File: config.mk
export PLATFORM = sky130hd
export DESIGN_NAME = fec_far_end_slip_mon
export DESIGN_NICKNAME = d
export VERILOG_FILES = /design/src/design/fec_pkg.sv /design/src/design/fec_count_if.sv /design/src/design/fec_event_counter.sv /design/src/design/fec_far_end_slip_mon.sv
export VERILOG_INCLUDE_DIRS = /design/src /design/src/design
export SDC_FILE = /design/constraint.sdc
export NUM_CORES = 1
export LEC_CHECK = 0
export BUFFER_PORTS_ARGS = -buffer_cell sky130_fd_sc_hd__buf_2
export CAP_MARGIN = 5
export CELL_PAD_IN_SITES_DETAIL_PLACEMENT = 0
export CELL_PAD_IN_SITES_GLOBAL_PLACEMENT = 1
export CORE_MARGIN = 3
export CORE_UTILIZATION = 35
export CTS_CLUSTER_DIAMETER = 150
export DETAILED_ROUTE_END_ITERATION = 10
export GPL_ROUTABILITY_DRIVEN = 0
export PLACE_DENSITY_LB_ADDON = 0.1
export RECOVER_POWER = 100
export REMOVE_ABC_BUFFERS = 1
export SYNTH_ARGS = -nofsm -noshare
export SYNTH_HDL_FRONTEND = slang
export SYNTH_SLANG_ARGS = --single-unit
File: constraint.sdc
create_clock -name clk_sys -period 4.3 [get_ports clk_sys]
set_input_delay 0.43 -clock clk_sys [delete_from_list [all_inputs] [get_ports clk_sys]]
set_output_delay 0.43 -clock clk_sys [all_outputs]
set_load 0.02 [all_outputs]
File: src/design/fec_regs.svh
// Purpose: register map and reset values of the far-end block error
//          and receive slip monitor counters
// Assumes: APB, 32-bit data, one aligned word per register
// Notes:   printed offsets are word indices; byte address is index * 4
`ifndef FEC_REGS_SVH
`define FEC_REGS_SVH

// ------------------------------------------------------------------
// register indices
// ------------------------------------------------------------------
`define FEC_IDX_FAR_HIGH 16'h0907
`define FEC_IDX_FAR_LOW 16'h0908
`define FEC_IDX_SLIP 16'h090a
`define FEC_IDX_CTRL 16'h090f

// ------------------------------------------------------------------
// byte addresses on the bus
// ------------------------------------------------------------------
`define FEC_ADDR_FAR_HIGH (16'(`FEC_IDX_FAR_HIGH * 4))
`define FEC_ADDR_FAR_LOW (16'(`FEC_IDX_FAR_LOW * 4))
`define FEC_ADDR_SLIP (16'(`FEC_IDX_SLIP * 4))
`define FEC_ADDR_CTRL (16'(`FEC_IDX_CTRL * 4))

// ------------------------------------------------------------------
// fields and reset values
// ------------------------------------------------------------------
`define FEC_FAR_WIDTH 16
`define FEC_SLIP_WIDTH 8
`define FEC_CTRL_FAR_EN_BIT 0
`define FEC_CTRL_SLIP_EN_BIT 1
`define FEC_CTRL_RESET 2'h3
`define FEC_COUNT_RESET 16'h0000

`endif

File: src/design/fec_pkg.sv
// Purpose: shared types of the far-end and slip monitor
// Assumes: nothing
// Notes:   constants live in fec_regs.svh
package fec_pkg;

    // which register an APB transfer addresses
    typedef enum logic [2:0] {
        SEL_NONE,
        SEL_FAR_HIGH,
        SEL_FAR_LOW,
        SEL_SLIP,
        SEL_CTRL
    } fec_sel_type;

    typedef logic [7:0] fec_byte_type;

endpackage : fec_pkg

File: src/design/fec_count_if.sv
// Purpose: carries one monitor counter between the bus logic and the
//          counter module
// Assumes: single clock domain
// Notes:   take subtracts amount in the same cycle as inc adds one
`timescale 1ns/1ps
`default_nettype none

interface fec_count_if #(
    parameter int WIDTH = 8
);
    logic inc;
    logic take;
    logic [WIDTH-1:0] amount;
    logic [WIDTH-1:0] value;

    modport counter (
        input inc,
        input take,
        input amount,
        output value
    );

    modport user (
        output inc,
        output take,
        output amount,
        input value
    );
endinterface : fec_count_if

`default_nettype wire

File: src/design/fec_event_counter.sv
// Purpose: saturating event counter with read-and-subtract clearing
// Assumes: amount never exceeds value at the cycle of take
// Notes:   an event in the clearing cycle is kept, never lost
`timescale 1ns/1ps
`default_nettype none
`include "fec_regs.svh"

module fec_event_counter #(
    parameter int WIDTH = 8
) (
    input wire logic clk_sys,
    input wire logic sys_rst,
    fec_count_if.counter cnt
);

    logic [WIDTH-1:0] remain;
    logic [WIDTH-1:0] value_d;

    // ------------------------------------------------------------------
    // next value
    // ------------------------------------------------------------------
    // subtract what software saw, then add the new event, saturating
    always_comb begin
        remain = cnt.take ? cnt.value - cnt.amount : cnt.value;
        if (cnt.inc && remain != {WIDTH{1'b1}}) begin
            value_d = remain + {{(WIDTH-1){1'b0}}, 1'b1};
        end else begin
            value_d = remain;
        end
    end

    // counter register
    always_ff @(posedge clk_sys) begin
        if (sys_rst) begin
            cnt.value <= WIDTH'(`FEC_COUNT_RESET);
        end else begin
            cnt.value <= value_d;
        end
    end

endmodule : fec_event_counter

`default_nettype wire

File: src/design/fec_far_end_slip_mon.sv
// Purpose: far-end block error and receive slip monitor counters
//          behind an APB slave
// Assumes: event strobes are one-cycle pulses on clk_sys
// Notes:   all counters clear on read; read the high byte first
`timescale 1ns/1ps
`default_nettype none
`include "fec_regs.svh"

module fec_far_end_slip_mon (
    input wire logic clk_sys,
    input wire logic sys_rst,
    input wire logic psel,
    input wire logic penable,
    input wire logic pwrite,
    input wire logic [15:0] paddr,
    input wire logic [31:0] pwdata,
    input wire logic [3:0] pstrb,
    output logic [31:0] prdata,
    output logic pready,
    output logic pslverr,
    input wire logic eBitStrobe,
    input wire logic eBitValue,
    input wire logic fasSyncLoss,
    input wire logic crcSyncLoss,
    input wire logic slipRepeat,
    input wire logic slipDrop
);

    fec_count_if #(.WIDTH(`FEC_FAR_WIDTH)) farIf ();
    fec_count_if #(.WIDTH(`FEC_SLIP_WIDTH)) slipIf ();

    fec_pkg::fec_sel_type sel_q;
    fec_pkg::fec_sel_type selNow;
    logic [1:0] ctrl_q;
    logic [15:0] shownFar_q;
    logic [7:0] shownSlip_q;
    fec_pkg::fec_byte_type snapLow_q;
    logic snapArmed_q;
    logic pready_q;
    logic pslverr_q;
    logic [31:0] prdata_q;
    logic [31:0] readNow;
    logic setupPhase;
    logic complete;
    logic readDone;
    logic writeDone;

    // ------------------------------------------------------------------
    // counters
    // ------------------------------------------------------------------
    fec_event_counter #(.WIDTH(`FEC_FAR_WIDTH)) farCounter (
        .clk_sys(clk_sys),
        .sys_rst(sys_rst),
        .cnt(farIf.counter)
    );

    fec_event_counter #(.WIDTH(`FEC_SLIP_WIDTH)) slipCounter (
        .clk_sys(clk_sys),
        .sys_rst(sys_rst),
        .cnt(slipIf.counter)
    );

    // far-end events: zero E-bit, gated by sync loss
    // zero bit, sync gate
    assign farIf.inc = eBitStrobe && !eBitValue && !fasSyncLoss
        && !crcSyncLoss && ctrl_q[`FEC_CTRL_FAR_EN_BIT];

    // slip events: repeated or dropped frame counts once
    // one per slip
    assign slipIf.inc = (slipRepeat || slipDrop)
        && ctrl_q[`FEC_CTRL_SLIP_EN_BIT];

    // ------------------------------------------------------------------
    // apb phases and decode
    // ------------------------------------------------------------------
    assign setupPhase = psel && !penable;
    assign complete = psel && penable && pready_q;
    assign readDone = complete && !pwrite;
    assign writeDone = complete && pwrite;

    // address decode
    always_comb begin
        unique case (paddr)
            `FEC_ADDR_FAR_HIGH: selNow = fec_pkg::SEL_FAR_HIGH;
            `FEC_ADDR_FAR_LOW: selNow = fec_pkg::SEL_FAR_LOW;
            `FEC_ADDR_SLIP: selNow = fec_pkg::SEL_SLIP;
            `FEC_ADDR_CTRL: selNow = fec_pkg::SEL_CTRL;
            default: selNow = fec_pkg::SEL_NONE;
        endcase
    end

    // read data mux, evaluated in the setup cycle
    always_comb begin
        readNow = 32'h0000_0000;
        unique case (selNow)
            fec_pkg::SEL_FAR_HIGH: readNow[7:0] = farIf.value[15:8];
            fec_pkg::SEL_FAR_LOW: readNow[7:0] =
                snapArmed_q ? snapLow_q : farIf.value[7:0];
            fec_pkg::SEL_SLIP: readNow[7:0] = slipIf.value;
            fec_pkg::SEL_CTRL: readNow[1:0] = ctrl_q;
            fec_pkg::SEL_NONE: readNow = 32'h0000_0000;
        endcase
    end

    // no wait state: ready rises in the first access cycle
    always_ff @(posedge clk_sys) begin
        if (sys_rst) begin
            pready_q <= 1'b0;
        end else begin
            pready_q <= setupPhase;
        end
    end

    // latch select, answer and error at setup
    always_ff @(posedge clk_sys) begin
        if (sys_rst) begin
            sel_q <= fec_pkg::SEL_NONE;
            prdata_q <= 32'h0000_0000;
            pslverr_q <= 1'b0;
        end else if (setupPhase) begin
            sel_q <= selNow;
            prdata_q <= pwrite ? 32'h0000_0000 : readNow;
            pslverr_q <= (selNow == fec_pkg::SEL_NONE);
        end
    end

    // values the reader sees, frozen at setup
    always_ff @(posedge clk_sys) begin
        if (sys_rst) begin
            shownFar_q <= `FEC_COUNT_RESET;
            shownSlip_q <= 8'h00;
        end else if (setupPhase) begin
            shownFar_q <= farIf.value;
            shownSlip_q <= slipIf.value;
        end
    end

    // ------------------------------------------------------------------
    // clear-on-read effects, only at the completing edge
    // ------------------------------------------------------------------
    // subtract seen count
    assign farIf.take = readDone && sel_q == fec_pkg::SEL_FAR_HIGH;
    assign farIf.amount = shownFar_q;
    assign slipIf.take = readDone && sel_q == fec_pkg::SEL_SLIP;
    assign slipIf.amount = shownSlip_q;

    // low byte snapshot armed by high read, released by low read
    always_ff @(posedge clk_sys) begin
        if (sys_rst) begin
            snapLow_q <= 8'h00;
            snapArmed_q <= 1'b0;
        end else if (farIf.take) begin
            snapLow_q <= shownFar_q[7:0];
            snapArmed_q <= 1'b1;
        end else if (readDone && sel_q == fec_pkg::SEL_FAR_LOW) begin
            snapLow_q <= 8'h00;
            snapArmed_q <= 1'b0;
        end
    end

    // control register: counting enables
    always_ff @(posedge clk_sys) begin
        if (sys_rst) begin
            ctrl_q <= `FEC_CTRL_RESET;
        end else if (writeDone && sel_q == fec_pkg::SEL_CTRL && pstrb[0]) begin
            ctrl_q <= pwdata[1:0];
        end
    end

    // ------------------------------------------------------------------
    // outputs
    // ------------------------------------------------------------------
    assign prdata = prdata_q;
    assign pready = pready_q;
    assign pslverr = pslverr_q;

endmodule : fec_far_end_slip_mon

`default_nettype wire

==> results of run 1 <==
[cells in the mapped netlist, types with 7 or more instances]
library cell / instances
a211oi_1: 10
a21o_1: 10
a21oi_1: 64
a22oi_1: 17
and3_1: 7
buf_4: 24
clkbuf_1: 20
dfxtp_1: 72
ha_1: 25
inv_1: 34
mux2i_1: 20
nand2_1: 95
nand3_1: 17
nor2_1: 67
nor2b_1: 8
nor4_1: 7
o21ai_0: 26
o21ai_1: 8
or3_1: 10
xnor2_1: 10
[through the flow]
stage               power (mW)  cell area, µm²    util  hold slack (ps)  instances
global route             1.702            5669  0.4022            328.4        886
detailed placement      0.8459            5376  0.3814            447.0        870
global placement        0.8443            5376  0.3814            441.7        870
floorplan               0.7878            4863       -            430.3        639
finish                   1.633            5669  0.4022            310.9        886
CTS                      1.659            5678  0.4028            302.8        884
[power by group]
group	switching, mW	internal [mW]
clock network	0.299	0.503
logic	0.100	0.0472
registers	0.00855	0.674
total	0.408	1.22
[cell families after synthesis]
kind of cell,Yosys count,share of synthesized area
simple gates,269,0.2652
compound gates,177,0.2238
buf+inv,90,0.09011
flops,72,0.2821
fa+ha+maj,27,0.06905
mux,25,0.05019
xor+xnor,11,0.01885
other cells,1,0.0007339
[worst max path at each step]
stage	start	end	slack, ps	depth (start not counted)
3_3_place_gp	farCounter.cnt.value[0]	farCounter.cnt.value[5]	440	14
6_report	farCounter.cnt.value[0]	farCounter.cnt.value[5]	410	14
4_1_cts	farCounter.cnt.value[0]	farCounter.cnt.value[5]	340	14
5_1_grt	farCounter.cnt.value[0]	farCounter.cnt.value[5]	40	14
2_1_floorplan	farCounter.cnt.value[0]	farCounter.cnt.value[7]	510	13
3_5_place_dp	farCounter.cnt.value[0]	farCounter.cnt.value[5]	370	14
[flip-flops by register name, indices dropped and copies added, names as in the netlist]
signal                 flops
farCounter.cnt.value      16
snapLow_q                  8
pready                     1
ctrl_q                     2
prdata                     8
farIf.amount              16
sel_q                      3
slipCounter.cnt.value      8
snapArmed_q                1
pslverr                    1
shownSlip_q                8
[critical path, stage by stage (launching register included)]
cell	delay, ps
dfxtp_1	360
inv_1	100
ha_1	150
inv_1	50
fa_1	420
a21o_1	240
a311o_1	420
a21oi_1	220
xnor2_1	170
mux2i_1	180
nor4_2	440
nor4b_4	410
buf_4	240
nor3_1	70
mux2_1	310
[per-layer routing]
metal | share of wire | wire, µm
met1 | 0.49 | 6992
met2 | 0.45 | 6386
met3 | 0.046 | 662
met4 | 0.014 | 199
met5 | 0 | 0
[layout make-up]
type | count | area share
Clock buffer | 11 | 0.04105
Clock inverter | 3 | 0.01214
Inverter | 34 | 0.02251
Multi-Input combinational cell | 533 | 0.5815
Sequential cell | 72 | 0.2542
Tap cell | 180 | 0.03973
Timing Repair Buffer | 53 | 0.04878
==> run metrics, run 1 <==
CP arrival 4110 ps; Total Routing Usage GR 0.1796; dpl ws 365.4 ps; Post-route DRC 0; Clock Pin Slew Worst Setup and Hold Paths 60 ps; Power Density 288.0 mW/mm²; post-route ant nets 0; slew margin rel. -0.3149; number of synthesized flops with an enable pin 0; final worst slack 413.3 ps; FF/Latch Area 0.001441 mm²; depth of the worst register-to-register path 14; met1 usage 0.2406; outcome complete, but fails checks; die area 0.01609 mm²; largest cells by area after synthesis dfxtp_1, nand2_1, a21oi_1; Final min period 3887 ps; commonest non-fill, non-tap cell in the layout nand2_1; Iter 0 DRT Violations 277; average cell area after synthesis 7.604 µm²; number of core rows 43; Final setup viols 0; grt met2 use 0.2958; I/O Buffers 39; most frequent cells in the layout nand2_1, dfxtp_1, nor2_1, a21oi_1, inv_1; initial antenna violation count 0; routed via count 4,670; worst min path class primary input to register; Synth Register Bits 72; first-pass GRT wire length 23,000 µm; RSZ-0062 raised after global routing no; CP required 4520 ps; Starting Density 0.3625; clock latency on the worst-skew pair 340 ps; largest area contributor in the netlist dfxtp_1; Worst Max-Slew Pin Slew 1972 ps; WHS Endpoint ctrl_q[0]; Reg2Reg Launch Point farCounter.cnt.value[0]; Clock Path Buffers 2; Inserted Diodes 0; Worst Path Max Fanout 11; final slew viol count 40; Layout area overhead 10.95%; drt pass-1 iters 4; Post-Syn Instances 672; layout cells sized above 1 0.1020; Post-synth ARST share 0; clk_skew 4.889 ps; largest net degree at the start of global routing 40; Crit. End Element register; final WL 14,240 µm; Die Width 126.8 µm; Syn Std Cell Area 0.005110 mm²; post-synth top area share 0.2821; HPWL Detailed 10,300 µm; multi-input logic area 0.003297 mm²; Congestion Overflow GR 0; f_max 257.3 MHz; max-cap viol count 1; register area share after synthesis 0.2821; Post-CTS Resized 0; DR vias/cell 5.271; GR peak layer met2; CP startpoint kind register; Die Height 126.8 µm; Synth Warn # 0; worst reg2reg path endpoint farCounter.cnt.value[5]; Reg2Reg Setup Slack 410 ps; post-CTS setup buffer count 0; Max IR drop VDD 0.0002220 V; Hold Vio Cnt, Final 0; Synth Flop Type dfxtp_1; core region area 0.01410 mm²; CTS tree built; number of fill cells 1,505; fin crit share 0.9039; Routed WL per cell 16.07 µm; Yosys cell types 75; Setup CP Type register to register; hold buffers post-CTS 0; Setup TNS 0 ps; IO Pins 97; clock buffer count from CTS 9; CTS Sinks 72; H-tree levels 3; Final nets 793; Leakage 2.194 nW; number of global-route vias before repair 4,478; GR Layer Usage met3 0.04168; Root Buffer clkbuf_16; Hold Crit Depth 3; Hold Startpoint pwdata[0]; failing checks capacitance limit, slew limit
(Power assumes the default switching activity.)
==> run 2: changes to the inputs <==
==> constraint.sdc (replaced) <==
create_clock -name clk_sys -period 3.8 [get_ports clk_sys]
set_input_delay 0.38 -clock clk_sys [delete_from_list [all_inputs] [get_ports clk_sys]]
set_output_delay 0.38 -clock clk_sys [all_outputs]
set_load 0.02 [all_outputs]
==> run 2 against run 1 <==
Effect of this change: the flow still finishes with violations (capacitance limit, slew limit); clock skew increased by 2.2 ps; utilization rose by 1.2 points; combinational power increased by 18%; sequential power increased by 13%; first-iteration DRC count is 27% higher; cell area increased by 3.0%; setup slack got worse by 220 ps; power grew 14%; clock power up 13%; die area did not move; clock-buffer cell count fell by 1; critical path type unchanged.
==> run metrics, run 2 (synthesis results as in run 1) <==
outcome complete, but fails checks (unchanged); failing checks capacitance limit, slew limit (unchanged); first-pass GRT wire length 23,050 µm (was 23,000 µm); switch share 0.2498 (about the same); IO Pins 97 (unchanged); Root Buffer clkbuf_16 (unchanged); Psw 0.4637 mW (was 0.4078 mW); cell family with most CP delay compound AO/OA/AOI/OAI gates (was simple AND/OR/NAND/NOR gates); layout cells sized above 1 0.1297 (was 0.1020); CTS tree built (unchanged); Total Routing Usage GR 0.1783 (was 0.1796); CP startpoint kind register (unchanged); Clock Pin Slew Worst Setup and Hold Paths 60 ps (about the same); Starting Density 0.3625 (unchanged); Clock Path Buffers 2 (unchanged); Layout area overhead 14.28% (was 10.95%); clock latency on the worst-skew pair 340 ps (about the same); Final setup viols 0 (unchanged); Iter 0 DRT Violations 351 (was 277); CTS Sinks 72 (unchanged); drt pass-1 iters 5 (was 4); routed via count 4,815 (was 4,670); combinational power share 0.093 (was 0.090); Worst path max stage delay 520 ps (was 440 ps); Max IR drop VDD 0.0002328 V (was 0.0002220 V); Worst Max-Slew Pin Slew 1981 ps (was 1972 ps); worst min path class primary input to register (unchanged); met1 usage 0.2418 (was 0.2406); f_max 277.2 MHz (was 257.3 MHz); clock buffer count from CTS 9 (unchanged); Clock Power Share 0.491 (was 0.492); Non-Filler Cell Area, Final 0.005839 mm² (was 0.005669 mm²); Hold Vio Cnt, Final 0 (unchanged); Congestion Overflow GR 0 (unchanged); Post-route DRC 0 (unchanged); Inserted Diodes 0 (unchanged); clk_skew 7.109 ps (was 4.889 ps); Routed WL per cell 15.98 µm (was 16.07 µm); H-tree levels 3 (unchanged); Die Height 126.8 µm (unchanged); Final nets 811 (was 793); Placement Cell Area 0.005519 mm² (was 0.005376 mm²); initial antenna violation count 0 (unchanged); DR vias/cell 5.320 (was 5.271); RSZ-0062 raised after global routing no (unchanged); fin crit share 0.9494 (was 0.9039); most frequent cells in the layout nand2_1, dfxtp_1, nor2_1, a21oi_1, inv_1 (unchanged); Final min period 3608 ps (was 3887 ps); number of global-route vias before repair 4,534 (was 4,478); number of fill cells 1,472 (was 1,505); P_int 1.393 mW (was 1.225 mW); HPWL Detailed 10,790 µm (was 10,300 µm); max-cap viol count 1 (unchanged); sequential power share 0.416 (was 0.418); I/O Buffers 39 (unchanged); grt met2 use 0.2818 (was 0.2958); final WL 14,470 µm (was 14,240 µm); Placed Cells 889 (was 870); worst path bufs/invs 3 (unchanged); hold buffers post-CTS 0 (unchanged); GR Layer Usage met3 0.03074 (was 0.04168); Power Density 317.9 mW/mm² (was 288.0 mW/mm²); CP arrival 3830 ps (was 4110 ps); Leakage 2.302 nW (was 2.194 nW); die area 0.01609 mm² (unchanged); Setup CP Type register to register (unchanged); number of core rows 43 (unchanged); Worst Path Max Fanout 7 (was 11); Min Hold Slack 252.3 ps (was 310.9 ps); Layout Cells excl Fill 905 (was 886); slew margin rel. -0.3209 (was -0.3149); largest net degree at the start of global routing 42 (was 40); Crit. End Element register (unchanged); final slew viol count 42 (was 40); cell breakdown of the critical path inv_1 -> ha_1 -> inv_1 -> fa_1 -> a21o_1 -> a311o_1 -> a21oi_1 -> a211oi_1 -> mux2_2 -> nor2_2 -> nor4b_4 -> buf_4 -> or4b_1 -> mux2_1 (was inv_1 -> ha_1 -> inv_1 -> fa_1 -> a21o_1 -> a311o_1 -> a21oi_1 -> xnor2_1 -> mux2i_1 -> nor4_2 -> nor4b_4 -> buf_4 -> nor3_1 -> mux2_1); commonest non-fill, non-tap cell in the layout nand2_1 (unchanged); post-route ant nets 0 (unchanged); most frequent cell on the critical path inv_1 (unchanged); Die Width 126.8 µm (unchanged); slowest CP cell or4b_1 (was nor4_2); GR peak layer met2 (unchanged); CP required 4020 ps (was 4520 ps); core region area 0.01410 mm² (unchanged); Reg2Reg Setup Slack 190 ps (was 410 ps); Setup TNS 0 ps (unchanged)
## run 2: worst paths after layout
| check | from | end | depth (start not counted) |
|---|---|---|---|
| worst max register to register | farCounter.cnt.value[0] | farCounter.cnt.value[7] | 14 |
| worst max-delay path | farCounter.cnt.value[0] | farCounter.cnt.value[7] | 14 |
| worst min register to register | farIf.amount[10] | farIf.amount[10] | 2 |
| worst min-delay path | pwdata[1] | ctrl_q[1] | 3 |
## run 2: what timing repair did
| action | CTS | global route |
|---|---|---|
| setup endpoints to repair | 0 | 5 |
| gates resized for setup | 0 | 4 |
| setup buffers | 0 | 1 |
## run 2: area by class of cell
class | count | area [µm²] | share of cell area
flip-flops and latches | 72 | 1441 | 0.2468
inverters | 34 | 127.6 | 0.02186
clock inverters | 5 | 81.33 | 0.01393
multi-input cells | 533 | 3324 | 0.5693
well taps | 180 | 225.2 | 0.03857
clock buffers | 10 | 229.0 | 0.03921
repair buffers | 71 | 410.4 | 0.07028
## run 2: layer usage
layer | wire (µm) | up-vias
li1 | - | 2448
met3 | 635 | 26
met1 | 7094 | 2218
met4 | 376 | 0
met2 | 6360 | 123
met5 | 0 | -
## run 2: power by group through the flow
stage	sequential (mW)	clock (mW)	combinational, mW
2_1_floorplan	0.788	0	0.104
3_3_place_gp	0.788	0	0.171
3_5_place_dp	0.789	0	0.174
4_1_cts	0.772	0.936	0.175
5_1_grt	0.773	0.963	0.194
6_report	0.772	0.911	0.173
## run 2: tightest hold or removal path, delay by kind of cell
kind                   cells  cell delay (ps)
buffers and inverters      1               80
AND/OR/NAND/NOR            1               60
multiplexers               1               50
## run 2: per-stage QoR
stage	utilization	worst slack (ps)	power [mW]
detailed placement	0.3915	132.2	0.9624
global placement	0.3915	156.3	0.9594
finish	0.4143	192.2	1.857
global route	0.4143	17.18	1.930
floorplan	-	12.15	0.8914
CTS	0.4135	85.14	1.883
==> run 3: changes to the inputs <==
==> constraint.sdc (replaced) <==
create_clock -name clk_sys -period 3.8 [get_ports clk_sys]
set_input_delay 0.38 -clock clk_sys [delete_from_list [all_inputs] [get_ports clk_sys]]
set_output_delay 0.38 -clock clk_sys [all_outputs]
set_load 0.005 [all_outputs]
==> run 3 against run 2 <==
Effect of this change: the run still ends with capacitance limit, slew limit left; clock power barely moved; sequential power is essentially flat; non-clock buffer count stayed put; die area is the same; global-route usage stayed put; clock-buffer cell count is the same; critical path type unchanged; highest routed layer unchanged.
==> run metrics, run 3 (synthesis results as in run 1) <==
hold buffers post-CTS 0 (unchanged); Die Height 126.8 µm (unchanged); combinational power share 0.085 (was 0.093); sequential power share 0.420 (was 0.416); final slew viol count 42 (unchanged); CP arrival 3830 ps (about the same); Clock Path Buffers 2 (unchanged); DRT met1 WL 7107 µm (was 7094 µm); number of fill cells 1,472 (unchanged); most frequent cell on the critical path inv_1 (unchanged); Routed WL per cell 15.98 µm (about the same); WL met2 6347 µm (was 6360 µm); commonest non-fill, non-tap cell in the layout nand2_1 (unchanged); worst min path class primary input to register (unchanged); CP startpoint kind register (unchanged); Setup CP Type register to register (unchanged); Psw 0.4470 mW (was 0.4637 mW); final WL 14,470 µm (about the same); HPWL Detailed 10,790 µm (unchanged); Congestion Overflow GR 0 (unchanged); top routing layer used met4 (unchanged); I/O Buffers 39 (unchanged); number of core rows 43 (unchanged); Inserted Diodes 0 (unchanged); Max IR drop VDD 0.0002328 V (about the same); CTS Sinks 72 (unchanged); max-cap viol count 1 (unchanged); fin util 0.4148 (was 0.4143); post-route ant nets 0 (unchanged); clock latency on the worst-skew pair 340 ps (about the same); RSZ-0062 raised after global routing no (unchanged); Tot Pwr 1.840 mW (was 1.857 mW); Placed Cells 889 (unchanged); WL met3 629 µm (was 635 µm); Die Width 126.8 µm (unchanged); number of global-route vias before repair 4,534 (unchanged); Layout area overhead 14.42% (was 14.28%); fin crit share 0.9495 (was 0.9494); die area 0.01609 mm² (unchanged); clk_skew 7.102 ps (was 7.109 ps); f_max 277.1 MHz (was 277.2 MHz); Leakage 2.328 nW (was 2.302 nW); Final min period 3608 ps (about the same); Clock Power Share 0.495 (was 0.491); routed via count 4,811 (was 4,815); Final setup viols 0 (unchanged); first-pass GRT wire length 23,050 µm (unchanged); cell family with most CP delay compound AO/OA/AOI/OAI gates (unchanged); core region area 0.01410 mm² (unchanged); initial antenna violation count 0 (unchanged); Clock Pin Slew Worst Setup and Hold Paths 60 ps (about the same); Crit. End Element register (unchanged); DR vias/cell 5.316 (was 5.320); largest net degree at the start of global routing 42 (unchanged); P_int 1.393 mW (about the same); failing checks capacitance limit, slew limit (unchanged); clock buffer count from CTS 9 (unchanged); Root Buffer clkbuf_16 (unchanged); Starting Density 0.3625 (unchanged); switch share 0.2429 (was 0.2498); most frequent cells in the layout nand2_1, dfxtp_1, nor2_1, a21oi_1, inv_1 (unchanged); slew margin rel. -0.3209 (about the same); layout cells sized above 1 0.1379 (was 0.1297); Hold Vio Cnt, Final 0 (unchanged); slowest CP cell or4b_1 (unchanged); cell breakdown of the critical path inv_1 -> ha_1 -> inv_1 -> fa_1 -> a21o_1 -> a311o_1 -> a21oi_1 -> a211oi_1 -> mux2_2 -> nor2_2 -> nor4b_4 -> buf_4 -> or4b_1 -> mux2_1 (unchanged); Setup TNS 0 ps (unchanged); Layout Cells excl Fill 905 (unchanged); Post-route DRC 0 (unchanged); Worst path max stage delay 520 ps (about the same); Iter 0 DRT Violations 361 (was 351); Total Routing Usage GR 0.1783 (unchanged); Final nets 811 (unchanged); H-tree levels 3 (unchanged); drt pass-1 iters 5 (unchanged); Worst Path Max Fanout 7 (unchanged); CP required 4020 ps (about the same); Power Density 314.7 mW/mm² (was 317.9 mW/mm²); Worst Max-Slew Pin Slew 1981 ps (about the same); IO Pins 97 (unchanged); CTS tree built (unchanged); worst path bufs/invs 3 (unchanged); outcome complete, but fails checks (unchanged)
run 3: routing by layer:
metal  track usage  vias up
met5             0        -
met4       0.07129        0
met3       0.03074       26
met2        0.2818      125
met1        0.2418     2212
li1              -     2448
run 3: path summary, 6_finish.rpt:
check	slack, ps	end	cells past startpoint	from
setup / recovery	190	farCounter.cnt.value[7]	14	farCounter.cnt.value[0]
hold / removal	250	ctrl_q[1]	3	pwdata[1]
setup reg to reg	190	farCounter.cnt.value[7]	14	farCounter.cnt.value[0]
hold reg to reg	460	farIf.amount[10]	2	farIf.amount[10]
run 3: worst reg2reg max path, stage by stage, from the launching register on:
cell,delay [ps]
dfxtp_1,310
inv_1,80
ha_1,140
inv_1,40
fa_1,390
a21o_1,200
a311o_1,320
a21oi_1,260
a211oi_1,150
mux2_2,310
nor2_2,190
nor4b_4,80
buf_4,170
or4b_1,520
mux2_1,330
run 3: what timing repair did:
item	4_1_cts	5_1_grt
setup endpoints to repair	0	5
setup buffers	0	1
resized for setup	0	4
hold endpoints to repair	0	0
run 3: layout make-up:
type                            instances  area, µm²  share of cell area
Clock inverter                          5      81.33             0.01391
Multi-Input combinational cell        533       3324              0.5686
Clock buffer                           10      229.0             0.03916
Inverter                               34      127.6             0.02183
Sequential cell                        72       1441              0.2465
Timing Repair Buffer                   71      417.9             0.07147
Tap cell                              180      225.2             0.03852
run 3: power groups by stage:
stage | Sequential, mW | Clock (mW) | Combinational (mW)
global placement | 0.788 | 0 | 0.155
finish | 0.772 | 0.911 | 0.156
floorplan | 0.786 | 0 | 0.0883
CTS | 0.772 | 0.936 | 0.158
detailed placement | 0.789 | 0 | 0.157
global route | 0.773 | 0.963 | 0.177
run 3: per-stage QoR:
step / hold slack, ps / setup WS, ps / instance area [µm²]
after global routing: 262.0 / 17.18 / 5847
after detailed placement: 451.6 / 132.2 / 5519
after global placement: 441.4 / 156.3 / 5519
after CTS: 242.7 / 85.14 / 5829
after floorplan: 430.3 / 12.15 / 4863
final: 252.3 / 191.8 / 5847
